**src/hw/hdlw_consts.vh**
```
// Constants for the handheld display line writer
`ifndef HDLW_CONSTS_VH
`define HDLW_CONSTS_VH

`define HDLW_OFS_MODE        5'h00
`define HDLW_OFS_CTRL        5'h01
`define HDLW_OFS_CHAR_FIRST  5'h04
`define HDLW_OFS_CHAR_LAST   5'h13
`define HDLW_IN_OFS_ACK      5'h05
`define HDLW_BIT_REQ         7
`define HDLW_BIT_ACK         7
`define HDLW_BIT_MODE        7
`define HDLW_SEL_LSB         0
`define HDLW_SEL_MSB         1
`define HDLW_NUM_LINES       4
`define HDLW_NUM_CHARS       16
`define HDLW_CHAR_SPACE      8'h20
`define HDLW_CHAR_STD_LAST   8'h7E
`define HDLW_CHAR_UNDEF      8'h7F
`define HDLW_CHAR_EXT_FIRST  8'hA0
`define HDLW_CHAR_NBSP       8'hA0
`define HDLW_CHAR_SOFT_HYPH  8'hAD
`define HDLW_BYTE_RESET      8'h00

`endif

```
**src/hw/hdlw_char_filter.v**
```verilog
// Character code classifier: maps unrenderable codes to a space
`timescale 1ns/1ns
`include "hdlw_consts.vh"

module hdlw_char_filter (
  input  wire [7:0] i_code,    // Raw character byte
  output reg  [7:0] o_glyph    // Code passed to the glyph store
);

  // Standard 0x20..0x7E and extended 0xA0..0xFF pass; the rest shows as space
  always @* begin
    if (i_code >= `HDLW_CHAR_SPACE && i_code <= `HDLW_CHAR_STD_LAST) begin
      o_glyph = i_code;
    end else if (i_code >= `HDLW_CHAR_EXT_FIRST) begin
      o_glyph = i_code;
    end else begin
      o_glyph = `HDLW_CHAR_SPACE;
    end
  end

endmodule

```
**src/hw/hdlw_line_writer.v**
```verilog
// Display line writer fed by the cyclic output image
`timescale 1ns/1ns
`include "hdlw_consts.vh"
//
// Function
// - four lines of sixteen characters, written linewise
// - byte 4 rightmost, byte 19 leftmost
// - decimal point is its own character
// - byte 1 bits 1:0 select line
// - byte 1 bit 7 requests line write
// - input byte 5 bit 7 acknowledges acceptance
// - codes 20..7E standard, 7F undefined
// - codes A0..FF extended Latin set
// - no presence or connection report

module hdlw_line_writer #(
  parameter NUM_LINES = 4,   // Display lines
  parameter NUM_CHARS = 16   // Characters per line
) (
  input  wire                     I_CORE_CLK,   // Core clock, 10 MHz
  input  wire                     I_NRST,       // Synchronous reset, active low
  input  wire                     I_OUT_WE,     // Output image byte write strobe
  input  wire [4:0]               I_OUT_ADDR,   // Output image byte offset
  input  wire [7:0]               I_OUT_DATA,   // Output image byte value
  input  wire [4:0]               I_IN_ADDR,    // Input image byte offset to read
  output reg  [7:0]               O_IN_DATA,    // Input image byte value
  input  wire [1:0]               I_RD_LINE,    // Display refresh line index
  input  wire [3:0]               I_RD_POS,     // Display refresh position, 0 = right
  output reg  [7:0]               O_RD_GLYPH,   // Glyph code at that position
  output reg                      O_MODE_OK,    // Display output mode enabled
  output reg                      O_LINE_STB    // One-cycle pulse on line accept
);

  localparam ST_IDLE   = 1'h0;
  localparam ST_ACK    = 1'h1;
  localparam NUM_CELLS = NUM_LINES * NUM_CHARS;

  // Output byte 1 kept as its two live fields only
  reg  [1:0]                sel_q;
  reg                       req_q;
  reg                       mode_q;
  reg  [7:0]                stage_q [0:NUM_CHARS-1];
  reg  [7:0]                disp_q  [0:NUM_CELLS-1];
  reg                       req_prev_q;
  reg                       state_q;
  reg                       state_d;
  reg                       ack_q;
  reg                       ack_d;
  reg                       commit;
  reg  [7:0]                in_byte_d;
  wire                      wr_ctrl;
  wire                      wr_mode;
  wire                      req_rise;
  wire                      rd_ack;
  wire [NUM_CHARS-1:0]      wr_char;
  wire [7:0]                glyph   [0:NUM_CHARS-1];
  wire [5:0]                rd_idx;

  assign wr_ctrl  = I_OUT_WE && (I_OUT_ADDR == `HDLW_OFS_CTRL);
  assign wr_mode  = I_OUT_WE && (I_OUT_ADDR == `HDLW_OFS_MODE);
  assign req_rise = req_q && !req_prev_q;
  assign rd_ack   = (I_IN_ADDR == `HDLW_IN_OFS_ACK);
  assign rd_idx   = {I_RD_LINE, I_RD_POS};

  // Line select and write request
  always @(posedge I_CORE_CLK) begin
    if (!I_NRST) begin
      sel_q <= 2'h0;
      req_q <= 1'h0;
    end else if (wr_ctrl) begin
      sel_q <= I_OUT_DATA[`HDLW_SEL_MSB:`HDLW_SEL_LSB];
      req_q <= I_OUT_DATA[`HDLW_BIT_REQ];
    end
  end

  // Mode bit is only reported; it does not gate line writes
  always @(posedge I_CORE_CLK) begin
    if (!I_NRST) begin
      mode_q <= 1'h0;
    end else if (wr_mode) begin
      mode_q <= I_OUT_DATA[`HDLW_BIT_MODE];
    end
  end

  genvar g;
  generate
    for (g = 0; g < NUM_CHARS; g = g + 1) begin : g_char
      localparam integer CHAR_OFS = `HDLW_OFS_CHAR_FIRST + g;
      assign wr_char[g] = I_OUT_WE && (I_OUT_ADDR == CHAR_OFS[4:0]);
      // Staging byte g is position g counted from the right
      always @(posedge I_CORE_CLK) begin
        if (!I_NRST) begin
          stage_q[g] <= `HDLW_CHAR_SPACE;
        end else if (wr_char[g]) begin
          stage_q[g] <= I_OUT_DATA;
        end
      end
      hdlw_char_filter u_filt (
        .i_code  (stage_q[g]),
        .o_glyph (glyph[g])
      );
    end
  endgenerate

  genvar c;
  generate
    for (c = 0; c < NUM_CELLS; c = c + 1) begin : g_cell
      localparam integer CELL_LINE = c / NUM_CHARS;
      localparam integer CELL_POS  = c % NUM_CHARS;
      // Only the selected line changes; others keep their text
      always @(posedge I_CORE_CLK) begin
        if (!I_NRST) begin
          disp_q[c] <= `HDLW_CHAR_SPACE;
        end else if (commit && (sel_q == CELL_LINE[1:0])) begin
          disp_q[c] <= glyph[CELL_POS];
        end
      end
    end
  endgenerate

  // Handshake; a request still high after ack is never taken twice
  always @* begin
    state_d = state_q;
    ack_d   = ack_q;
    commit  = 1'h0;
    case (state_q)
      ST_IDLE: begin
        if (req_rise) begin
          commit  = 1'h1;
          ack_d   = 1'h1;
          state_d = ST_ACK;
        end
      end
      ST_ACK: begin
        if (!req_q) begin
          ack_d   = 1'h0;
          state_d = ST_IDLE;
        end
      end
      default: begin
        state_d = ST_IDLE;
        ack_d   = 1'h0;
      end
    endcase
  end

  // No presence bit exists anywhere in the input image
  always @* begin
    in_byte_d = `HDLW_BYTE_RESET;
    if (rd_ack) begin
      in_byte_d[`HDLW_BIT_ACK] = ack_d;
    end
  end

  always @(posedge I_CORE_CLK) begin
    if (!I_NRST) begin
      state_q <= ST_IDLE;
      ack_q   <= 1'h0;
    end else begin
      state_q <= state_d;
      ack_q   <= ack_d;
    end
  end

  // Previous request level for the rising-edge test
  always @(posedge I_CORE_CLK) begin
    if (!I_NRST) begin
      req_prev_q <= 1'h0;
    end else begin
      req_prev_q <= req_q;
    end
  end

  // One pulse per accepted line
  always @(posedge I_CORE_CLK) begin
    if (!I_NRST) begin
      O_LINE_STB <= 1'h0;
    end else begin
      O_LINE_STB <= commit;
    end
  end

  always @(posedge I_CORE_CLK) begin
    if (!I_NRST) begin
      O_MODE_OK <= 1'h0;
    end else begin
      O_MODE_OK <= mode_q;
    end
  end

  // Refresh read costs a cycle but keeps the output registered
  always @(posedge I_CORE_CLK) begin
    if (!I_NRST) begin
      O_RD_GLYPH <= `HDLW_CHAR_SPACE;
    end else begin
      O_RD_GLYPH <= disp_q[rd_idx];
    end
  end

  // Ack appears in the same cycle as the line strobe
  always @(posedge I_CORE_CLK) begin
    if (!I_NRST) begin
      O_IN_DATA <= `HDLW_BYTE_RESET;
    end else begin
      O_IN_DATA <= in_byte_d;
    end
  end

endmodule

```
**config.mk**
```make
export PLATFORM = sky130hd
export DESIGN_NAME = hdlw_line_writer
export DESIGN_NICKNAME = d
export VERILOG_FILES = /design/src/hw/hdlw_char_filter.v /design/src/hw/hdlw_line_writer.v
export VERILOG_INCLUDE_DIRS = /design/src /design/src/hw
export SDC_FILE = /design/constraint.sdc
export NUM_CORES = 1
export LEC_CHECK = 0
export BUFFER_PORTS_ARGS = -buffer_cell sky130_fd_sc_hd__buf_2
export CAP_MARGIN = 20
export CORE_MARGIN = 2
export CORE_UTILIZATION = 65
export DETAILED_ROUTE_END_ITERATION = 7
export PLACE_DENSITY_LB_ADDON = 0.08
export SETUP_SLACK_MARGIN = 0.1
export SLEW_MARGIN = 30
export SYNTH_ARGS = -nofsm -noshare
export SYNTH_HDL_FRONTEND = slang
export SYNTH_HIERARCHICAL = 1
export SYNTH_SLANG_ARGS = --single-unit
```
**constraint.sdc**
```tcl
create_clock -name I_CORE_CLK -period 15.8 [get_ports I_CORE_CLK]
set_input_delay 4.74 -clock I_CORE_CLK [delete_from_list [all_inputs] [get_ports I_CORE_CLK]]
set_output_delay 4.74 -clock I_CORE_CLK [all_outputs]
set_load 0.05 [all_outputs]
```
## Yosys cells after proc, flatten, opt, wreduce, memory -nomap -nowiden

Memories as Yosys holds them, arrays and structs flattened. A register that Yosys moved wholly into a read port is not among the register bits.
Index checks and enable logic that the tools add are counted.

- Input port bits: 27
- RAM bits: 640
- Register bits after elaboration: 17
- Word-level logic and storage cells: 386
- Memories: 2
- Output and inout port bits: 18

- Equality and inequality tests: 21
- Reduce and logical (&&, ||, !) cells: 44
- Magnitude comparators: 48
- Bitwise gates (word level): 81
- Muxes and demuxes: 180

Memories:

| name | depth | width | read ports | clocked after memory_dff | write ports | RTL line | text |
|---|---|---|---|---|---|---|---|
| disp_q | 64 | 8 | 1 | 1 | 64 | hdlw_line_writer.v:43 | `reg [7:0] disp_q [0:NUM_CELLS-1];` |
| stage_q | 16 | 8 | 16 | 0 | 16 | hdlw_line_writer.v:42 | `reg [7:0] stage_q [0:NUM_CHARS-1];` |

Operators by type and width:

| cell | count |
|---|---|
| $mux W8 | 112 |
| $ge A8 B6 Y1 const B | 16 |
| $ge A8 B8 Y1 const B | 16 |
| $le A8 B7 Y1 const B | 16 |
| $or A1 B1 Y1 | 80 |
| $mux W1 | 66 |
| $eq A5 B4 Y1 const B | 8 |
| $logic_and A1 B1 Y1 | 39 |
| $eq A5 B3 Y1 const B | 5 |
| $eq A5 B5 Y1 const B | 4 |
| $eq A5 B1 Y1 const B | 1 |
| $logic_not A5 Y1 | 1 |
| $eq A2 B2 Y1 const B | 2 |
| $pmux W1 S2 | 2 |
| $eq A2 B1 Y1 const B | 1 |
| $logic_not A1 Y1 | 2 |
| $logic_not A2 Y1 | 1 |
| $reduce_and A2 Y1 | 1 |
| $not A1 Y1 | 1 |

## Depth between registers and ports, before layout

Gate-level depths: netlist (run 1).

- Depth after elaboration: 9
- Gate-level depth with buffers: 10

## Cells and area by module

Netlist (run 1), hierarchy kept.

By module, submodules not included:

| module | cells each | area an instance (um^2) | sequential area each (um^2) | times used |
|---|---|---|---|---|
| hdlw_line_writer | 1755 | 28528.6 | 19578.8 | 1 |
| hdlw_char_filter | 19 | 123.9 | 0.0 | 16 |

## Worst setup path before layout (run 1)

Ideal clock, no wire load.

- Path type: input -> register
- Start point: input I_NRST
- End point: memory disp_q[0][0] (enable)
- Data required time: 13.980 ns
- Arrival time: 9.250 ns
- Path buffers: 3
- Slack: 4.730 ns
- Stages on the path: 4
- Cell sequence: clkbuf_1 -> clkbuf_1 -> clkbuf_1 -> o21ai_0

RTL lines:

| what | RTL line | text |
|---|---|---|
| start: declaration | hdlw_line_writer.v:21 | `input wire I_NRST,` |
| end: declaration | hdlw_line_writer.v:43 |  |

==> results.ini, run 1 <==
[grt]
grt.total_usage=0.3143
grt_max_degree=93
antenna_found_initial=6
grt_pass1_wl_um=109100
first_global_vias=16870
grt_overflow=0

[flow_run]
drv_cap=0

[yosys]
synth.cell_area_um2=30510
ys_seq_area_frac=0.6417
yosysUniqueCellTypes=45
syn_inst=2059
synth-edff-count=640
synth_ff_type=edfxtp_1
ys_seq_elements=658
syn_avg_cell_area_um2=14.82
ys_async_sr_fraction=0
yosysWarnings=6

[clocking]
clkTransAtPathRegs_ns=0.06
numCtsBuffers=68
clk_latency_ns=0.62
max-clock-path-buffers=3
tritoncts=done
hold_buffers=0
root_buffer=clkbuf_16
ctsResizeCount=0
h-tree-depth=3
cts.sink_count=658
cts_setup_buffers=0

[pwr]
pwr_density_cell_nw_per_um2=114.8
p_int_uw=2926
p_seq_frac=0.531
peakVddDrop_mv=0.1084
leakagePower_uw=0.01140
switchingPower_uw=859.1
clockPowerShare=0.403
comb_power_share=0.066
switching_share=0.2270

[worst_setup_path]
endpoint_kind=flip-flop
reg2reg_to=disp_q[30][3]
slowest_delay_ns=0.72
worstPathMaxFanout=60
path_cells=clkbuf_8 -> buf_4 -> mux4_1 -> mux4_2 -> and4b_1 -> or4_1
worst-path-buf-inv=2
worstPathRequired_ns=16.28
reg2reg_slack_ns=12.29
crit_start=I_RD_POS[0]
crit_type=input port to flip-flop
rr_startpoint=req_q
worstSetupStartpointType=input port
slowest_stage=buf_4
path_delay_family=buffers and inverters
cp.arrival_ns=8.07
r2r_cells=4

[floorplanning]
start_util=0.6567
die_width_um=220.7
die_area_um2=48690
num_rows=79
coreArea_um2=46460
chipHeight_um=220.7
num_io_pins=45

[sta]
fmaxAchievable_mhz=131.9
rsz0062_at_grt=no
final_hold_viol_count=0
period_needed_ns=7.582
finalSetupTns_ns=0
worstMarginPinSlew_ns=0.9794
fin_skew_ns=0.03366
drv_slew=0
relSlewSlack=0.3471
finalSetupViolCount=0
min_period_over_period=0.4799

[final_layout]
drive_above_1_share=0.1449
fin_util=0.7097
layout_common_cells=edfxtp_1 (640), and2_1 (563), mux4_2 (139), o21ai_0 (83), clkbuf_16 (73)
area_delta_synth_final_pct=8.058
layout_commonest_cell=edfxtp_1
num-nets-final=2055

[route]
dr.pass1.iters=7
drtAntennaViolNets=0
routed_wl_um=73570
wire_per_inst_um=27.35
drtIter0Drc=2397
vias_per_cell=6.521
drc=0
num_vias=17540

[place]
gp_congestion=0.8335
post-dp-hpwl_um=47850
port_buffers=37

[run_status]
outcome=finished clean

[hold_path]
min_path_type=flip-flop to flip-flop
hold_path_startpoint=mode_q
holdPathEnd=O_MODE_OK
hold_depth=1

## area by class of cell
class	instances	area [um^2]
tap	607	759.5
clock inverter	25	132.6
multi-input combinational	1218	10050
inverter	19	71.32
fill	3064	13490
antenna	5	12.51
sequential	658	19580
clock buffer	95	1949
timing repair buffer	63	415.4
## worst register-to-register path, delay by kind of cell (launching register included)
kind / cells / cell delay [ns]
buf+inv: 2 / 1.39
simple gates: 1 / 0.57
flops: 1 / 0.41
compound gates: 1 / 0.67
## metrics by stage
stage               cell area [um^2]  instances  total power, uW  setup slack, ns  hold slack, ns
floorplan                      30530       2065             2213            4.730          0.4295
global placement               30840       2564             2283            7.544          0.4526
detailed placement             30840       2564             2292            7.536          0.4723
CTS                            32930       2684             3792            8.179          0.4831
global route                   32960       2685             3880            7.966          0.5093
finish                         32970       2690             3785            8.218          0.4848
## kinds of logic (layout without fill, tap and decap cells)
family	count (synthesis)	count (layout)	share of synthesized area
compound gates	250	250	0.05015
other cells	1	12	0.0001229
mux	170	170	0.1145
flops	658	658	0.6417
buf+inv	189	202	0.03203
simple gates	791	791	0.1615
## worst max path at each step
| stage | to | slack (ns) | cells past startpoint |
|---|---|---|---|
| after floorplan | disp_q[0][0] | 4.73 | 4 |
| after global placement | O_RD_GLYPH[1] | 7.54 | 6 |
| after detailed placement | O_RD_GLYPH[1] | 7.54 | 6 |
| after CTS | O_RD_GLYPH[1] | 8.18 | 6 |
| after global routing | O_RD_GLYPH[1] | 7.97 | 6 |
| final | O_RD_GLYPH[1] | 8.22 | 6 |
## state kept, by name, summed over array words and instances, names as in the netlist
signal	cells
disp_q	512
mode_q	1
req_prev_q	1
state_q	1
stage_q	128
O_MODE_OK	1
req_q	1
O_IN_DATA	1
sel_q	2
O_RD_GLYPH	8
ack_q	1
O_LINE_STB	1
## synth_stat cells, drive strengths merged, types with 5 or more instances
cell type  count  area (um^2)
mux4         142         3209
and2         563         3522
nor3           5        25.02
clkbuf        85        319.1
edfxtp       640        19220
nand3          8        40.04
a22oi          5        37.54
and4b         18        180.2
nand2         28        105.1
a41oi         48        420.4
inv           19        71.32
buf           85        586.8
o21a          16        120.1
and4          16        140.1
nor2b         16        100.1
or3           51        319.1
nand2b        51        319.1
mux2i         25        250.2
o21ai        109        545.5
dfxtp         18        360.4
a21oi         54        270.3
nor2          24        90.09
## layer usage
| metal | wire length (um) | global-route usage |
|---|---|---|
| met5 | 0 | 0 |
| met4 | 2215 | 0.1098 |
| met3 | 7387 | 0.05017 |
| met2 | 33790 | 0.4716 |
| met1 | 30170 | 0.4755 |
## power by group through the flow
| stage | clock network [uW] | logic (uW) | registers [uW] |
|---|---|---|---|
| 2_1_floorplan | 0 | 163 | 2050 |
| 4_1_cts | 1540 | 249 | 2010 |
| 3_5_place_dp | 0 | 249 | 2040 |
| 6_report | 1530 | 251 | 2010 |
| 5_1_grt | 1600 | 264 | 2010 |
| 3_3_place_gp | 0 | 244 | 2040 |
(Power assumes the default switching activity.)
==> inputs of run 2 (changes only) <==
--- a/config.mk
+++ b/config.mk
@@ -6,10 +6,11 @@
 export SDC_FILE = /design/constraint.sdc
 export NUM_CORES = 1
 export LEC_CHECK = 0
+export ABC_AREA = 1
 export BUFFER_PORTS_ARGS = -buffer_cell sky130_fd_sc_hd__buf_2
 export CAP_MARGIN = 20
 export CORE_MARGIN = 2
-export CORE_UTILIZATION = 65
+export CORE_UTILIZATION = 57
 export DETAILED_ROUTE_END_ITERATION = 7
 export PLACE_DENSITY_LB_ADDON = 0.08
 export SETUP_SLACK_MARGIN = 0.1
==> constraint.sdc (replaced) <==
create_clock -name I_CORE_CLK -period 6.8 [get_ports I_CORE_CLK]
set_input_delay 2.04 -clock I_CORE_CLK [delete_from_list [all_inputs] [get_ports I_CORE_CLK]]
set_output_delay 2.04 -clock I_CORE_CLK [all_outputs]
set_load 0.05 [all_outputs]
==> run 2 against run 1 <==
  * Sequential share of layout area down 0.16 points
  * Register-to-register slack got worse by 8.1 ns
  * Die area rose by 14%
  * Largest cell class unchanged
  * Highest routed layer unchanged
==> results.ini, run 2 <==
[grt]
grt_overflow=0  ; unchanged
grt_pass1_wl_um=126000  ; +16%
first_global_vias=20950  ; +24%
grt.total_usage=0.3004  ; -0.01389
antenna_found_initial=3  ; -3
grt_max_degree=218  ; +130%

[yosys]
ys_seq_elements=658  ; unchanged
synth_most_common_cell=nand2_1
synth-edff-count=640  ; unchanged
syn_inst=3230  ; +57%
synth_ff_type=edfxtp_1
ys_seq_area_frac=0.6429  ; +0.001186
synth.cell_area_um2=30450  ; -0.18%
synth_top_area_cell=edfxtp_1
yosysWarnings=6  ; unchanged
yosysUniqueCellTypes=25  ; -44%
ys_async_sr_fraction=0  ; unchanged
syn_avg_cell_area_um2=9.429  ; -36%
yosysTopAreaCellShare=0.6311  ; +0.001165
ys_top_cells_by_area=edfxtp_1 (63%), nand2_1 (10%), nor2_1 (8.1%), nand3_1 (7.5%), inv_1 (3.7%)
synthTopCellsByCount=nand2_1 (836), nor2_1 (659), edfxtp_1 (640)

[floorplanning]
die_area_um2=55290  ; +14%
start_util=0.5784  ; -0.07838
num_io_pins=45  ; unchanged
chipHeight_um=235.1  ; +6.6%
num_rows=84  ; +6.3%
coreArea_um2=52660  ; +13%
die_width_um=235.1  ; +6.6%

[route]
routed_wl_um=82530  ; +12%
wire_per_inst_um=21.03  ; -23%
dr.pass1.iters=5  ; -2
drc=0  ; unchanged
drtAntennaViolNets=0  ; unchanged
vias_per_cell=5.648  ; -13%
num_vias=22170  ; +26%
drtIter0Drc=2665  ; +11%

[sta]
final_hold_viol_count=0  ; unchanged
relSlewSlack=0.2868  ; -0.06026
rsz0062_at_grt=no
finalSetupTns_ns=0  ; unchanged
drv_slew=0  ; unchanged
min_period_over_period=0.5752
finalSetupViolCount=0  ; unchanged
whs_ns=0.4519  ; -0.03287 ns
worstMarginPinSlew_ns=1.069  ; +0.08921 ns
fmaxAchievable_mhz=255.7
period_needed_ns=3.912
fin_skew_ns=0.02052  ; -0.01314 ns

[place]
place_inst=3806  ; +48%
port_buffers=37  ; unchanged
gp_congestion=0.8523  ; +2.3%
placed_cell_area_um2=30900  ; +0.17%
post-dp-hpwl_um=51030  ; +6.6%

[clocking]
ctsResizeCount=0  ; unchanged
h-tree-depth=3  ; unchanged
clkTransAtPathRegs_ns=0.06  ; about the same
cts.sink_count=658  ; unchanged
hold_buffers=0  ; unchanged
tritoncts=done
clk_latency_ns=0.61  ; about the same
numCtsBuffers=70  ; +2.9%
cts_setup_buffers=0  ; unchanged
root_buffer=clkbuf_16
max-clock-path-buffers=3  ; unchanged

[final_layout]
register_area_um2=19580  ; unchanged
area_delta_synth_final_pct=8.554
fillers=4378  ; +43%
num-nets-final=3218  ; +57%
top_register=disp_q
stdcell_area_um2=33060  ; +0.27%
diodes=0  ; -5
drive_above_1_share=0.07878  ; -0.06607
largest_reg_flops=512  ; unchanged
multi_input_area_um2=8817  ; -12%
layout_common_cells=nand2_1 (832), nor2_1 (659), edfxtp_1 (640), nand3_1 (455), inv_1 (297)
layout.cells.non_filler=3925  ; +46%
reg_top3=disp_q (512), stage_q (128), O_RD_GLYPH (8)
layout_commonest_cell=nand2_1

[flow_run]
drv_cap=0  ; unchanged

[worst_setup_path]
slowest_stage=buf_4
worstPathRequired_ns=7.13  ; -9.15 ns
crit_type=input port to flip-flop
slowest_delay_ns=0.66  ; -0.06 ns
path_delay_family=buffers and inverters
cp.arrival_ns=4.24  ; -3.83 ns
worstPathMaxFanout=61  ; +1.7%
endpoint_kind=flip-flop
worst-path-buf-inv=4  ; +2
path_cells=buf_2 -> inv_1 -> nor2_4 -> inv_4 -> buf_4 -> nor2_1
worstSetupStartpointType=input port

[pwr]
pwr_density_cell_nw_per_um2=272.8  ; +140%
total_power_uw=9017  ; +140%
leakagePower_uw=0.01339  ; +17%
peakVddDrop_mv=0.2202  ; +100%

[run_status]
outcome=finished clean

[hold_path]
min_path_type=flip-flop to flip-flop

[run 2: cell type report]
cell class,count,area share
clock buffers,94,0.05885
clock inverters,24,0.005488
inverters,309,0.03584
multi-input cells,2087,0.2667
flip-flops and latches,658,0.5922
well taps,688,0.02604
repair buffers,65,0.01484
[run 2: report_power, final]
part | switching [uW] | total (uW) | internal, uW
Clock | 1540 | 3640 | 2110
Combinational | 580 | 737 | 157
Sequential | 52.8 | 4640 | 4580
Total | 2170 | 9020 | 6850
[run 2: cells by family (layout without fill, tap and decap cells)]
group	after synthesis	after routing	share of synthesized area
other cells	1	7	0.0001231
compound gates	36	36	0.005999
buf+inv	491	492	0.06931
simple gates	2044	2044	0.2817
flops	658	658	0.6429
[run 2: metrics by stage]
stage	utilization	setup WS (ns)
finish	0.6278	2.888
global route	0.6278	2.720
CTS	0.6272	2.864
detailed placement	0.5868	2.231
global placement	0.5867	2.261
floorplan	-	1.070
[run 2: path summary, 6_finish.rpt]
| check | from | end | slack (ns) | cells past startpoint |
|---|---|---|---|---|
| setup / recovery | I_NRST | disp_q[54][4] | 2.89 | 6 |
| hold / removal | mode_q | O_MODE_OK | 0.45 | 2 |
| setup reg to reg | req_q | disp_q[1][0] | 4.15 | 5 |
| hold reg to reg | mode_q | O_MODE_OK | 0.45 | 2 |
[run 2: routing by layer]
layer / routed length, um / up-vias / GRT usage
met1: 34840 / 10700 / 0.4493
met3: 8343 / 129 / 0.04620
met2: 37440 / 995 / 0.4601
li1: - / 10340 / -
met4: 1908 / 0 / 0.08458
met5: 0 / - / 0
[run 2: tightest hold or removal path, cell delays in order, from the launching register on]
cell and delay (ns):
dfxtp_1 0.32, nand2_1 0.06, inv_1 0.03
